## config.mk

```make
export PLATFORM = sky130hd
export DESIGN_NAME = bdrf_dev_end_flat
export DESIGN_NICKNAME = d
export VERILOG_FILES = /design/src/bdrf_pkg.sv /design/src/bdrf_if.sv /design/src/bdrf_dev_end.sv /design/src/flat_wrapper.sv
export SDC_FILE = /design/constraint.sdc
export NUM_CORES = 1
export LEC_CHECK = 0
export BUFFER_PORTS_ARGS = -buffer_cell sky130_fd_sc_hd__buf_2
export CORE_MARGIN = 5
export CORE_UTILIZATION = 42
export DETAILED_ROUTE_END_ITERATION = 8
export SYNTH_ARGS = -nofsm -noshare
export SYNTH_HDL_FRONTEND = slang
export SYNTH_SLANG_ARGS = --single-unit
export TNS_END_PERCENT = 100
```

## constraint.sdc

```tcl
create_clock -name clk_sys -period 3.96 [get_ports clk_sys]
set_input_delay 0.198 -clock clk_sys [delete_from_list [all_inputs] [get_ports clk_sys]]
set_output_delay 0.198 -clock clk_sys [all_outputs]
set_load 0.05 [all_outputs]
```

## src/bdrf_pkg.sv

```systemverilog
//------------------------------------------------------------
// descriptor ring constants
//------------------------------------------------------------
// Operation
// - device takes low buffer address, never alters
// - host keeps receive buffers word aligned
// - host writes even two's complement length
// - host should give management buffers over 14 bytes; host end still posts shorter receive buffers and pulses post_short_len
// - device writes message length when frame ends
// - frame-end flag zero means whole buffer used
// - bit 15 owner flag, handed back and forth
// - no field changes after handing descriptor over
// - bit 14 marks final descriptor of ring
// - bit 13 copied to command/response bit
// - host sets bit 12 on last buffer
// - bits 11..09 copied to congestion and discard bits
// - congestion discards discard-eligible frames unsent
// - bit 08 suppresses transmit interrupt on return
// - device takes high address bits 07:00
// - receive owner cleared only after valid frame
package bdrf_pkg;
    localparam int ADDR_W    = 8;
    localparam int DATA_W    = 16;
    localparam int IDX_W     = 6;
    localparam int MEM_WORDS = 256;

    // descriptor word 0 field positions
    localparam int OWN_BIT   = 15;
    localparam int EOR_BIT   = 14;
    localparam int CR_BIT    = 13;
    localparam int ELF_BIT   = 12;
    localparam int FECN_BIT  = 11;
    localparam int BECN_BIT  = 10;
    localparam int DE_BIT    = 9;
    localparam int TX_IRQ_SUPPRESS_BIT = 8;
    localparam int HI_MSB    = 7;

    // word offsets inside one four-word entry
    localparam logic [ADDR_W-1:0] WORD0 = 8'h00;
    localparam logic [ADDR_W-1:0] WORD1 = 8'h01;
    localparam logic [ADDR_W-1:0] WORD2 = 8'h02;
    localparam logic [ADDR_W-1:0] WORD3 = 8'h03;

    // controller register offsets
    localparam logic [3:0] REG_CTRL    = 4'h0;
    localparam logic [3:0] REG_TX_BASE = 4'h1;
    localparam logic [3:0] REG_RX_BASE = 4'h2;
    localparam logic [3:0] REG_STATUS  = 4'h3;
    localparam logic [3:0] REG_MASK    = 4'h4;
    localparam logic [3:0] REG_INDEX   = 4'h5;

    // status and mask bits
    localparam int ST_TX   = 0;
    localparam int ST_RX   = 1;
    localparam int ST_DISC = 2;
    localparam int ST_W    = 3;

    localparam logic [DATA_W-1:0] RST_WORD   = 16'h0000;
    localparam logic [ADDR_W-1:0] RST_BASE   = 8'h00;
    localparam logic [IDX_W-1:0]  RST_IDX    = 6'h00;
    localparam logic [ST_W-1:0]   RST_STAT   = 3'h0;
    localparam logic [DATA_W-1:0] LMI_MIN_LEN = 16'h000e;
endpackage : bdrf_pkg

```

## src/bdrf_if.sv

```systemverilog
`timescale 1ns/1ps
// descriptor memory access: request level held until one-cycle ack
interface bdrf_if;
    logic                      req;
    logic                      we;
    logic [bdrf_pkg::ADDR_W-1:0] addr;
    logic [bdrf_pkg::DATA_W-1:0] wdata;
    logic                      ack;
    logic [bdrf_pkg::DATA_W-1:0] rdata;

    modport dev  (output req, we, addr, wdata, input ack, rdata);
    modport host (input req, we, addr, wdata, output ack, rdata);
endinterface : bdrf_if

```

## src/bdrf_dev_end.sv

```systemverilog
// The strobed register port and the register addresses are this design's own decisions.
`timescale 1ns/1ps
module bdrf_dev_end import bdrf_pkg::*; (
    input  wire logic              clk_sys,
    input  wire logic              rst,
    bdrf_if.dev                    dma,
    input  wire logic [3:0]        reg_addr,
    input  wire logic [15:0]       reg_wdata,
    input  wire logic              reg_wr,
    input  wire logic              reg_rd,
    output logic [15:0]            reg_rdata,
    output logic                   irq,
    output logic                   tx_start,
    output logic [23:0]            tx_buf_addr,
    output logic                   tx_cr,
    output logic                   tx_fecn,
    output logic                   tx_becn,
    output logic                   tx_de,
    output logic                   tx_last,
    input  wire logic              tx_done,
    input  wire logic              tx_congested_flag,
    input  wire logic              rx_frame_end,
    input  wire logic              rx_frame_ok,
    input  wire logic              rx_frame_elf,
    input  wire logic [15:0]       rx_frame_len,
    input  wire logic [3:0]        rx_frame_bits,
    output logic                   rx_ready,
    output logic [23:0]            rx_buf_addr,
    output logic [15:0]            rx_buf_len
);
    typedef enum logic [10:0] {
        S_IDLE = 11'b000_0000_0001,
        S_RX0  = 11'b000_0000_0010,
        S_RX1  = 11'b000_0000_0100,
        S_RX2  = 11'b000_0000_1000,
        S_RX3W = 11'b000_0001_0000,
        S_RX0W = 11'b000_0010_0000,
        S_TX0  = 11'b000_0100_0000,
        S_TX1  = 11'b000_1000_0000,
        S_TXS  = 11'b001_0000_0000,
        S_TXW  = 11'b010_0000_0000,
        S_SPR  = 11'b100_0000_0000
    } bdrf_dstate_e;

    bdrf_dstate_e      state_ff;
    bdrf_dstate_e      nxt_state;
    logic              enable_ff;
    logic [ADDR_W-1:0] tx_base_ff;
    logic [ADDR_W-1:0] rx_base_ff;
    logic [IDX_W-1:0]  tx_idx_ff;
    logic [IDX_W-1:0]  rx_idx_ff;
    logic [ST_W-1:0]   status_ff;
    logic [ST_W-1:0]   mask_ff;
    logic [15:0]       reg_rdata_ff;
    logic              irq_ff;
    logic              turn_ff;
    logic              req_ff;
    logic              we_ff;
    logic [ADDR_W-1:0] addr_ff;
    logic [DATA_W-1:0] wdata_ff;
    logic [DATA_W-1:0] tx_w0_ff;
    logic              tx_start_ff;
    logic [23:0]       tx_addr_ff;
    logic [4:0]        tx_bits_ff;
    logic              rx_have_ff;
    logic              rx_eor_ff;
    logic [7:0]        rx_hi_ff;
    logic [23:0]       rx_addr_ff;
    logic [15:0]       rx_len_ff;
    logic              rx_pend_ff;
    logic              rx_ok_ff;
    logic              rx_elf_ff;
    logic [15:0]       rx_mlen_ff;
    logic [3:0]        rx_bits_ff;

    //------------------------------------------------------------
    // register port decode
    //------------------------------------------------------------
    wire              wr_ctrl   = reg_wr && (reg_addr == REG_CTRL);
    wire              wr_txb    = reg_wr && (reg_addr == REG_TX_BASE);
    wire              wr_rxb    = reg_wr && (reg_addr == REG_RX_BASE);
    wire              wr_stat   = reg_wr && (reg_addr == REG_STATUS);
    wire              wr_mask   = reg_wr && (reg_addr == REG_MASK);
    wire [15:0]       rd_mux    =
        (reg_addr == REG_CTRL)    ? {15'h0000, enable_ff} :
        (reg_addr == REG_TX_BASE) ? {8'h00, tx_base_ff} :
        (reg_addr == REG_RX_BASE) ? {8'h00, rx_base_ff} :
        (reg_addr == REG_STATUS)  ? {13'h0000, status_ff} :
        (reg_addr == REG_MASK)    ? {13'h0000, mask_ff} :
        (reg_addr == REG_INDEX)   ? {2'b00, rx_idx_ff, 2'b00, tx_idx_ff} : 16'h0000;

    //------------------------------------------------------------
    // sequencing conditions
    //------------------------------------------------------------
    wire              ack       = dma.ack;
    wire [DATA_W-1:0] rd        = dma.rdata;
    wire              idle      = (state_ff == S_IDLE);
    wire              rx_take   = idle && enable_ff && rx_have_ff && rx_pend_ff;
    wire              rx_drop   = rx_take && !rx_ok_ff;
    wire              dispatch  = idle && enable_ff && !rx_take;
    wire              tx0_ack   = (state_ff == S_TX0) && ack;
    wire              tx1_ack   = (state_ff == S_TX1) && ack;
    wire              txw_ack   = (state_ff == S_TXW) && ack;
    wire              rx0_ack   = (state_ff == S_RX0) && ack && rd[OWN_BIT];
    wire              rx1_ack   = (state_ff == S_RX1) && ack;
    wire              rx2_ack   = (state_ff == S_RX2) && ack;
    wire              rx0w_ack  = (state_ff == S_RX0W) && ack;
    wire              discard   = tx_congested_flag && tx_w0_ff[DE_BIT];
    wire [ADDR_W-1:0] tx_entry  = ADDR_W'(tx_base_ff + {tx_idx_ff, 2'b00});
    wire [ADDR_W-1:0] rx_entry  = ADDR_W'(rx_base_ff + {rx_idx_ff, 2'b00});
    wire [IDX_W-1:0]  tx_next   = tx_w0_ff[EOR_BIT] ? RST_IDX : IDX_W'(tx_idx_ff + 1'b1);
    wire [IDX_W-1:0]  rx_next   = rx_eor_ff ? RST_IDX : IDX_W'(rx_idx_ff + 1'b1);
    wire [DATA_W-1:0] rx_message_length_twos   = 16'(~rx_mlen_ff + 16'h0001);
    wire [DATA_W-1:0] rx_wb     = {1'b0, rx_eor_ff, rx_bits_ff[3], rx_elf_ff,
                                   rx_bits_ff[2:0], 1'b0, rx_hi_ff};
    wire [DATA_W-1:0] tx_wb     = tx_w0_ff & ~(16'h0001 << OWN_BIT);
    wire [ST_W-1:0]   events    = {tx1_ack && discard, rx0w_ack,
                                   txw_ack && !tx_w0_ff[TX_IRQ_SUPPRESS_BIT]};

    //------------------------------------------------------------
    // descriptor walk
    //------------------------------------------------------------
    always_comb begin
        nxt_state = state_ff;
        case (state_ff)
            S_IDLE: begin
                if (rx_take) begin
                    nxt_state = !rx_ok_ff ? S_IDLE : (rx_elf_ff ? S_RX3W : S_RX0W);
                end else if (dispatch && !rx_have_ff && !turn_ff) begin
                    nxt_state = S_RX0;
                end else if (dispatch) begin
                    nxt_state = S_TX0;
                end
            end
            S_RX0:   if (ack) nxt_state = rd[OWN_BIT] ? S_RX1 : S_IDLE;
            S_RX1:   if (ack) nxt_state = S_RX2;
            S_RX2:   if (ack) nxt_state = S_IDLE;
            S_RX3W:  if (ack) nxt_state = S_RX0W;
            S_RX0W:  if (ack) nxt_state = S_IDLE;
            S_TX0:   if (ack) nxt_state = rd[OWN_BIT] ? S_TX1 : S_IDLE;
            S_TX1:   if (ack) nxt_state = discard ? S_TXW : S_TXS;
            S_TXS:   if (tx_done) nxt_state = S_TXW;
            S_TXW:   if (ack) nxt_state = S_IDLE;
            default: nxt_state = S_IDLE;
        endcase
    end

    wire              nxt_we    = (nxt_state == S_RX3W) || (nxt_state == S_RX0W) ||
                                  (nxt_state == S_TXW);
    wire              nxt_req   = nxt_we || (nxt_state == S_RX0) || (nxt_state == S_RX1) ||
                                  (nxt_state == S_RX2) || (nxt_state == S_TX0) ||
                                  (nxt_state == S_TX1);
    wire [ADDR_W-1:0] nxt_addr  =
        (nxt_state == S_RX1)  ? ADDR_W'(rx_entry + WORD1) :
        (nxt_state == S_RX2)  ? ADDR_W'(rx_entry + WORD2) :
        (nxt_state == S_RX3W) ? ADDR_W'(rx_entry + WORD3) :
        (nxt_state == S_TX0)  ? tx_entry :
        (nxt_state == S_TX1)  ? ADDR_W'(tx_entry + WORD1) :
        (nxt_state == S_TXW)  ? tx_entry : rx_entry;
    wire [DATA_W-1:0] nxt_wdata =
        (nxt_state == S_RX3W) ? rx_message_length_twos :
        (nxt_state == S_RX0W) ? rx_wb :
        (nxt_state == S_TXW)  ? tx_wb : RST_WORD;

    always_ff @(posedge clk_sys) begin
        if (rst) begin
            state_ff <= S_IDLE;
            req_ff   <= 1'b0;
            we_ff    <= 1'b0;
            addr_ff  <= RST_BASE;
            wdata_ff <= RST_WORD;
            turn_ff  <= 1'b0;
        end else begin
            state_ff <= nxt_state;
            req_ff   <= nxt_req;
            we_ff    <= nxt_we;
            addr_ff  <= nxt_addr;
            wdata_ff <= nxt_wdata;
            turn_ff  <= turn_ff ^ dispatch;
        end
    end

    //------------------------------------------------------------
    // transmit side
    //------------------------------------------------------------
    always_ff @(posedge clk_sys) begin
        if (rst) begin
            tx_w0_ff    <= RST_WORD;
            tx_idx_ff   <= RST_IDX;
            tx_start_ff <= 1'b0;
            tx_addr_ff  <= 24'h00_0000;
            tx_bits_ff  <= 5'h00;
        end else begin
            tx_start_ff <= tx1_ack && !discard;
            if (tx0_ack && rd[OWN_BIT]) tx_w0_ff <= rd;
            if (tx1_ack) tx_addr_ff <= {tx_w0_ff[HI_MSB:0], rd};
            if (tx1_ack) tx_bits_ff <= tx_w0_ff[CR_BIT:DE_BIT];
            if (txw_ack) tx_idx_ff <= tx_next;
        end
    end

    //------------------------------------------------------------
    // receive side
    //------------------------------------------------------------
    always_ff @(posedge clk_sys) begin
        if (rst) begin
            rx_have_ff <= 1'b0;
            rx_idx_ff  <= RST_IDX;
            rx_eor_ff  <= 1'b0;
            rx_hi_ff   <= 8'h00;
            rx_addr_ff <= 24'h00_0000;
            rx_len_ff  <= RST_WORD;
        end else begin
            if (rx0_ack) rx_eor_ff <= rd[EOR_BIT];
            if (rx0_ack) rx_hi_ff <= rd[HI_MSB:0];
            if (rx1_ack) rx_addr_ff <= {rx_hi_ff, rd};
            if (rx2_ack) rx_len_ff <= 16'(~rd + 16'h0001);
            rx_have_ff <= rx2_ack || (rx_have_ff && !rx0w_ack);
            if (rx0w_ack) rx_idx_ff <= rx_next;
        end
    end

    always_ff @(posedge clk_sys) begin
        if (rst) begin
            rx_pend_ff <= 1'b0;
            rx_ok_ff   <= 1'b0;
            rx_elf_ff  <= 1'b0;
            rx_mlen_ff <= RST_WORD;
            rx_bits_ff <= 4'h0;
        end else begin
            rx_pend_ff <= rx_frame_end || (rx_pend_ff && !rx0w_ack && !rx_drop);
            if (rx_frame_end) begin
                rx_ok_ff   <= rx_frame_ok;
                rx_elf_ff  <= rx_frame_elf;
                rx_mlen_ff <= rx_frame_len;
                rx_bits_ff <= rx_frame_bits;
            end
        end
    end

    //------------------------------------------------------------
    // registers and interrupt
    //------------------------------------------------------------
    always_ff @(posedge clk_sys) begin
        if (rst) begin
            enable_ff    <= 1'b0;
            tx_base_ff   <= RST_BASE;
            rx_base_ff   <= RST_BASE;
            status_ff    <= RST_STAT;
            mask_ff      <= RST_STAT;
            reg_rdata_ff <= 16'h0000;
            irq_ff       <= 1'b0;
        end else begin
            if (wr_ctrl) enable_ff <= reg_wdata[0];
            if (wr_txb) tx_base_ff <= reg_wdata[ADDR_W-1:0];
            if (wr_rxb) rx_base_ff <= reg_wdata[ADDR_W-1:0];
            if (wr_mask) mask_ff <= reg_wdata[ST_W-1:0];
            status_ff    <= (status_ff & ~(wr_stat ? reg_wdata[ST_W-1:0] : RST_STAT)) | events;
            reg_rdata_ff <= reg_rd ? rd_mux : 16'h0000;
            irq_ff       <= |(status_ff & mask_ff);
        end
    end

    assign dma.req     = req_ff;
    assign dma.we      = we_ff;
    assign dma.addr    = addr_ff;
    assign dma.wdata   = wdata_ff;
    assign reg_rdata   = reg_rdata_ff;
    assign irq         = irq_ff;
    assign tx_start    = tx_start_ff;
    assign tx_buf_addr = tx_addr_ff;
    assign tx_cr       = tx_bits_ff[4];
    assign tx_last     = tx_bits_ff[3];
    assign tx_fecn     = tx_bits_ff[2];
    assign tx_becn     = tx_bits_ff[1];
    assign tx_de       = tx_bits_ff[0];
    assign rx_ready    = rx_have_ff;
    assign rx_buf_addr = rx_addr_ff;
    assign rx_buf_len  = rx_len_ff;
endmodule : bdrf_dev_end

```

## src/flat_wrapper.sv

```systemverilog
// flat-port wrapper written by rule: the top's interface ports become plain ports
module bdrf_dev_end_flat import bdrf_pkg::*;
  (clk_sys, rst, reg_addr, reg_wdata, reg_wr, reg_rd, reg_rdata, irq, tx_start, tx_buf_addr, tx_cr, tx_fecn, tx_becn, tx_de, tx_last, tx_done, tx_congested_flag, rx_frame_end, rx_frame_ok, rx_frame_elf, rx_frame_len, rx_frame_bits, rx_ready, rx_buf_addr, rx_buf_len, dma_req, dma_we, dma_addr, dma_wdata, dma_ack, dma_rdata);
  bdrf_if dma_i ();
  input  wire logic clk_sys;
  input  wire logic rst;
  input  wire logic [3:0] reg_addr;
  input  wire logic [15:0] reg_wdata;
  input  wire logic reg_wr;
  input  wire logic reg_rd;
  output logic [15:0] reg_rdata;
  output logic irq;
  output logic tx_start;
  output logic [23:0] tx_buf_addr;
  output logic tx_cr;
  output logic tx_fecn;
  output logic tx_becn;
  output logic tx_de;
  output logic tx_last;
  input  wire logic tx_done;
  input  wire logic tx_congested_flag;
  input  wire logic rx_frame_end;
  input  wire logic rx_frame_ok;
  input  wire logic rx_frame_elf;
  input  wire logic [15:0] rx_frame_len;
  input  wire logic [3:0] rx_frame_bits;
  output logic rx_ready;
  output logic [23:0] rx_buf_addr;
  output logic [15:0] rx_buf_len;
  output wire logic [$bits(dma_i.req)-1:0] dma_req;
  output wire logic [$bits(dma_i.we)-1:0] dma_we;
  output wire logic [$bits(dma_i.addr)-1:0] dma_addr;
  output wire logic [$bits(dma_i.wdata)-1:0] dma_wdata;
  input wire logic [$bits(dma_i.ack)-1:0] dma_ack;
  input wire logic [$bits(dma_i.rdata)-1:0] dma_rdata;
  assign dma_req = dma_i.req;
  assign dma_we = dma_i.we;
  assign dma_addr = dma_i.addr;
  assign dma_wdata = dma_i.wdata;
  assign dma_i.ack = dma_ack;
  assign dma_i.rdata = dma_rdata;
  bdrf_dev_end u_core (.clk_sys(clk_sys), .rst(rst), .dma(dma_i), .reg_addr(reg_addr), .reg_wdata(reg_wdata), .reg_wr(reg_wr), .reg_rd(reg_rd), .reg_rdata(reg_rdata), .irq(irq), .tx_start(tx_start), .tx_buf_addr(tx_buf_addr), .tx_cr(tx_cr), .tx_fecn(tx_fecn), .tx_becn(tx_becn), .tx_de(tx_de), .tx_last(tx_last), .tx_done(tx_done), .tx_congested_flag(tx_congested_flag), .rx_frame_end(rx_frame_end), .rx_frame_ok(rx_frame_ok), .rx_frame_elf(rx_frame_elf), .rx_frame_len(rx_frame_len), .rx_frame_bits(rx_frame_bits), .rx_ready(rx_ready), .rx_buf_addr(rx_buf_addr), .rx_buf_len(rx_buf_len));
endmodule
```

Word level (Yosys, flattened, before mapping)
Index checks and enable logic that the tools add are counted.
{ "word_totals": {"regBits": 208, "input_bits": 66, "output_inout_bits": 114, "wordCells": 160} }
{ "classes": {"addsub": 10, "n_eq_ne": 23, "muxes": 34, "bitwise_logic": 9, "n_reduce_logical": 52} }
{ "ops": {"columns": ["cell", "n"], "rows": [
  ["$mux W11", 11],
  ["$mux W8", 11],
  ["$pmux W11 S8", 1],
  ["$add A16 B1 Y16 const B", 2],
  ["$mux W16", 2],
  ["$not A16 Y16", 2],
  ["$logic_and A1 B1 Y1", 28],
  ["$mux W6", 4],
  ["$eq A11 B10 Y1 const B", 2],
  ["$eq A11 B2 Y1 const B", 2],
  ["$eq A11 B3 Y1 const B", 2],
  ["$eq A11 B4 Y1 const B", 2],
  ["$eq A11 B5 Y1 const B", 2],
  ["$eq A11 B6 Y1 const B", 2],
  ["$eq A11 B7 Y1 const B", 2],
  ["$eq A11 B8 Y1 const B", 2],
  ["$add A8 B1 Y8 const B", 2],
  ["$add A8 B2 Y8 const B", 2],
  ["$add A8 B8 Y8", 2],
  ["$mux W15", 1],
  ["$add A6 B1 Y6 const B", 2],
  ["$eq A11 B1 Y1 const B", 1],
  ["$eq A11 B9 Y1 const B", 1],
  ["$mux W10", 1],
  ["17 further kinds", 39]
]} }

Logic depth before layout (Yosys ltp)
{ "depth": {"depth_word": 19, "mapped_depth": 11, "ltp_nobuf": 10} }

Worst setup path before layout
No wires, ideal clock.
{ "synth_timing": {"kind": "register -> register", "start": "reg u_core.state_ff[2]", "end": "reg u_core.addr_ff[3] (netlist: u_core.dma.addr[3])", "setup_time_ns": 0.134, "arrival_ns": 2.792, "required_time_ns": 3.826, "slack_ns": 1.034, "path_stages_with_launch": 12, "path_buffers": 3, "period_less_slack_ns": 2.926, "cell_sequence": "dfxtp_1 > buf_6 > or4_4 > buf_6 > or4_4 > and2_1 > a311o_1 > buf_6 > and3_4 > o32a_1 > a221oi_2 > a211oi_1"} }
{ "synth_via": {"elab_chain_len": 18, "elab_cells_between_ends": 41, "classes_between": "eq/ne: 16; mux: 17; reduce/logical: 8"} }
{ "synth_lines": {"columns": ["element", "line", "source"], "rows": [
  ["start, declared", "bdrf_dev_end.sv:45", "bdrf_dstate_e state_ff;"],
  ["start signal, assigned", "bdrf_dev_end.sv:174", "state_ff <= nxt_state;"],
  ["$eq A11 B1 Y1", "bdrf_dev_end.sv:97, bdrf_dev_end.sv:125", null],
  ["$logic_and A1 B1 Y1", "bdrf_dev_end.sv:98, bdrf_dev_end.sv:100", null],
  ["$logic_and A1 B1 Y1 (2 in a row)", "bdrf_dev_end.sv:98", "wire rx_take = idle && enable_ff && rx_have_ff && rx_pend_ff;"],
  ["$logic_not A1 Y1", "bdrf_dev_end.sv:100", "wire dispatch = idle && enable_ff && !rx_take;"],
  ["$logic_and A1 B1 Y1", "bdrf_dev_end.sv:100", null],
  ["$logic_and A1 B1 Y1 (2 in a row)", "bdrf_dev_end.sv:129", "end else if (dispatch && !rx_have_ff && !turn_ff) begin"],
  ["$mux W11", "bdrf_dev_end.sv:129", null],
  ["$mux W11", "bdrf_dev_end.sv:127", "if (rx_take) begin"],
  ["$pmux W11 S8 (*)", "bdrf_dev_end.sv:125", "case (state_ff)"],
  ["$eq A11 B10 Y1", "bdrf_dev_end.sv:159", "(nxt_state == S_TXW) ? tx_entry : rx_entry;"],
  ["$mux W8", "bdrf_dev_end.sv:159", null],
  ["$mux W8", "bdrf_dev_end.sv:158", "(nxt_state == S_TX1) ? ADDR_W'(tx_entry + WORD1) :"],
  ["$mux W8", "bdrf_dev_end.sv:157", "(nxt_state == S_TX0) ? tx_entry :"],
  ["$mux W8", "bdrf_dev_end.sv:156", "(nxt_state == S_RX3W) ? ADDR_W'(rx_entry + WORD3) :"],
  ["$mux W8", "bdrf_dev_end.sv:155", "(nxt_state == S_RX2) ? ADDR_W'(rx_entry + WORD2) :"],
  ["$mux W8 (*)", "bdrf_dev_end.sv:154", "(nxt_state == S_RX1) ? ADDR_W'(rx_entry + WORD1) :"],
  ["end signal, assigned", "bdrf_dev_end.sv:177", "addr_ff <= nxt_addr;"],
  ["end, declared", "bdrf_dev_end.sv:59", "logic [ADDR_W-1:0] addr_ff;"]
]} }
Every way passes the cells marked *; elsewhere a longest branch is shown, timed or not.
A chain may end at the register's enable or synchronous reset.

Worst setup path in the final report
{ "layout_timing": {"start": "reg u_core.state_ff[4]", "end": "reg u_core.addr_ff[0] (netlist: u_core.dma.addr[0])"} }
The elaborated chain is that of the path after synthesis.

==> flow_summary.toml <==
[cts]
clock_sinks = 206
clk_pin_slew_ns = 0.06
htreeDepth = 1
cts_setup_buffers = 0
clk_path_buf_depth = 3
cts_inserted_buffers = 24
cts-root-buf = "clkbuf_16"
tritoncts = "yes"
cts_resized = 0
insertion_delay_ns = 0.54

[worst_setup_path]
endpoint_kind = "flop"
crit_type = "flop to flop"
cp_max_fo = 11
cpPeakStageDelay_ns = 0.79
r2r-start = "u_core.state_ff[4]$_SDFF_PP0_"
r2r_cells = 8
critPathRequiredTime_ns = 4.31
cpMostUsedCell = "nor3_1"
worst-path-buf-inv = 0
cp_top_family = "simple AND/OR/NAND/NOR gates"
critPathArrivalTime_ns = 3.67
cp_num_cells = 8
crit_path_start_kind = "flop"
regToRegEndpoint = "u_core.dma.addr[0]$_SDFF_PP0_"
slowest_stage = "or4b_2"
endpoint = "u_core.dma.addr[0]$_SDFF_PP0_"
path_cells = "or4b_2 > nor3_1 > nor3_1 > a311oi_1 > nor2_1 > and3_1 > nor3_1 > a21oi_1"
rrSetupSlack_ns = 0.64
critPathLaunch = "u_core.state_ff[4]$_SDFF_PP0_"

[logic_synthesis]
syn_area_sq_mm = 0.009687
ys_seq_area_frac = 0.4257
ys_seq_elements = 206
yosysWarnings = 0
ys_types = 74
ys.flop_type = "dfxtp_1"
syn_area_per_cell_sq_um = 8.147
syn_inst = 1189
async_reset_ff_frac = 0
synth-edff-count = 0

[timing]
max_slew_margin = 0.4269
finalClockSkew_ns = 0.02058
finalCriticalPeriod_ns = 3.323
postLayoutSetupSlackWorst_ns = 0.6370
finalCritPeriodShare = 0.8391
grt_setup_unrepaired = "false"
holdWs_ns = 0.01696
tightest_slew_ns = 0.8539
drv_slew = 0
fmax_mhz = 300.9
fin_tns_setup_ns = 0
hold_viol_final = 0
setup_viol = 0

[worst_hold_path]
min_path_type = "input port to flop"

[cells_and_area]
fin_nets = 1461
antenna_cells = 0
layout_common_cells = "dfxtp_1 (206), nand2_1 (197), buf_2 (168), nor2_1 (150), a21oi_1 (133)"
syn_to_final_growth_pct = 24.06
drive_gt1_frac = 0.1739
final_common_cell = "dfxtp_1"
postLayoutCellArea_sq_mm = 0.01202

[floorplanning]
coreArea_sq_mm = 0.02271
die_area_sq_mm = 0.02620
dieHeight_um = 161.9
start_util = 0.4266
row_count = 55
num_io_pins = 180
die_w_um = 161.9

[routing]
wl_per_cell_um = 17.98
drt-total-wl_um = 30160
ant_nets = 0
drc_errors = 0
vias = 9048
drt_iter0_drc = 599
viasPerCell = 5.395
dr.pass1.iters = 7

[global_route]
grt_pass1_wl_um = 47470
grt_pass1_vias = 8598
grt_max_degree = 174
grt_overflow = 0
grt_antenna_before_repair = 0
grt.total_usage = 0.2221

[run]
drv_cap = 0

[power_and_ir_drop]
power_density_mw_per_mm2 = 383.7
leakage_nw = 5.091
vdd_drop_max_mv = 0.2868

[placement]
place_area_sq_mm = 0.01075
hpwl_um = 21110
dp_slack_ns = 0.7192
portBuffers = 169
place.gp.congestion = 0.9040

[run_status]
status = "complete, no violations"
state kept, by name (all words and copies together), names as in the netlist, 3 cells and up:
signal,count
u_core.mask_ff,3
u_core.tx_bits_ff,5
u_core.rx_buf_len,16
u_core.state_ff,11
u_core.rx_idx_ff,6
u_core.tx_idx_ff,6
u_core.dma.addr,8
u_core.rx_bits_ff,4
u_core.tx_base_ff,8
u_core.dma.wdata,16
u_core.rx_base_ff,8
u_core.tx_buf_addr,24
u_core.rx_buf_addr,24
u_core.status_ff,3
u_core.rx_hi_ff,8
u_core.reg_rdata,14
u_core.tx_w0_ff,15
u_core.rx_mlen_ff,16
per-stage QoR:
stage,util,cells,power (mW)
final,0.5292,1677,4.611
after floorplan,-,1191,2.307
after detailed placement,0.4733,1587,2.398
after CTS,0.5292,1677,4.675
after global routing,0.5292,1677,4.791
after global placement,0.4733,1587,2.396
cell families (layout without fill, tap and decap cells):
| logic type | Yosys count | count (layout) | share of synthesized area |
|---|---|---|---|
| AO/OA/AOI/OAI | 232 | 232 | 0.1451 |
| XOR/XNOR | 61 | 61 | 0.05515 |
| adder cells (fa/ha/maj) | 21 | 21 | 0.02868 |
| buffers and inverters | 96 | 297 | 0.04056 |
| multiplexers | 54 | 54 | 0.05593 |
| AND/OR/NAND/NOR | 518 | 518 | 0.2485 |
| flip-flops | 206 | 206 | 0.4257 |
| other | 1 | 3 | 0.0003871 |
Yosys cell counts (all sizes together) (13+ instances only):
library cell,count,area [sq um]
a21oi,134,674.4
a22oi,13,97.59
and2,13,81.33
clkbuf,69,260.2
dfxtp,206,4124
ha,19,237.7
inv,17,63.81
mux2i,53,530.5
nand2,197,739.5
nand3,23,115.1
nand4,15,93.84
nor2,150,563.0
nor3,27,135.1
nor4,20,137.6
o21ai,23,115.1
or3,14,87.58
xnor2,37,324.1
xor2,24,210.2
how the worst min path moves through the flow:
stage / start / end / slack, ns / cells after the start
floorplan: dma_rdata[0] / u_core.rx_buf_addr[0]$_SDFFE_PP0P_ / 0.34 / 2
global placement: u_core.tx_buf_addr[6]$_SDFFE_PP0P_ / u_core.tx_buf_addr[6]$_SDFFE_PP0P_ / 0.43 / 2
detailed placement: u_core.tx_buf_addr[3]$_SDFFE_PP0P_ / u_core.tx_buf_addr[3]$_SDFFE_PP0P_ / 0.44 / 2
CTS: dma_rdata[7] / u_core.rx_hi_ff[7]$_SDFFE_PP0P_ / 0.007 / 3
global route: dma_rdata[5] / u_core.rx_hi_ff[5]$_SDFFE_PP0P_ / 0.03 / 3
finish: dma_rdata[5] / u_core.rx_hi_ff[5]$_SDFFE_PP0P_ / 0.02 / 3
cell type report:
cell class | count | area (sq um)
tap | 285 | 356.6
clock buffer | 35 | 681.9
sequential | 206 | 4124
inverter | 18 | 67.56
fill | 2202 | 10690
multi-input combinational | 889 | 5190
clock inverter | 9 | 126.4
timing repair buffer | 235 | 1471
routing by layer:
layer	vias up	global-route usage	share of wire
met2	259	0.3731	0.48
met4	0	0.07113	0.032
li1	4514	-	-
met1	4220	0.2919	0.43
met5	-	0	0
met3	55	0.03832	0.056
timing repair:
action | CTS | global route
endpoints found under the setup margin | 0 | 0
hold endpoints to repair | 72 | 0
hold buffers | 46 | 0
power breakdown:
part	internal (mW)	switching, mW
logic	0.113	0.161
registers	2.09	0.0206
clock network	1.33	0.890
worst reg2reg max path, cell delays in order (launching register included):
cell	delay [ns]
dfxtp_1	0.45
or4b_2	0.79
nor3_1	0.44
nor3_1	0.21
a311oi_1	0.47
nor2_1	0.26
and3_1	0.22
nor3_1	0.19
a21oi_1	0.12
Power figures use the tool's default switching activity.
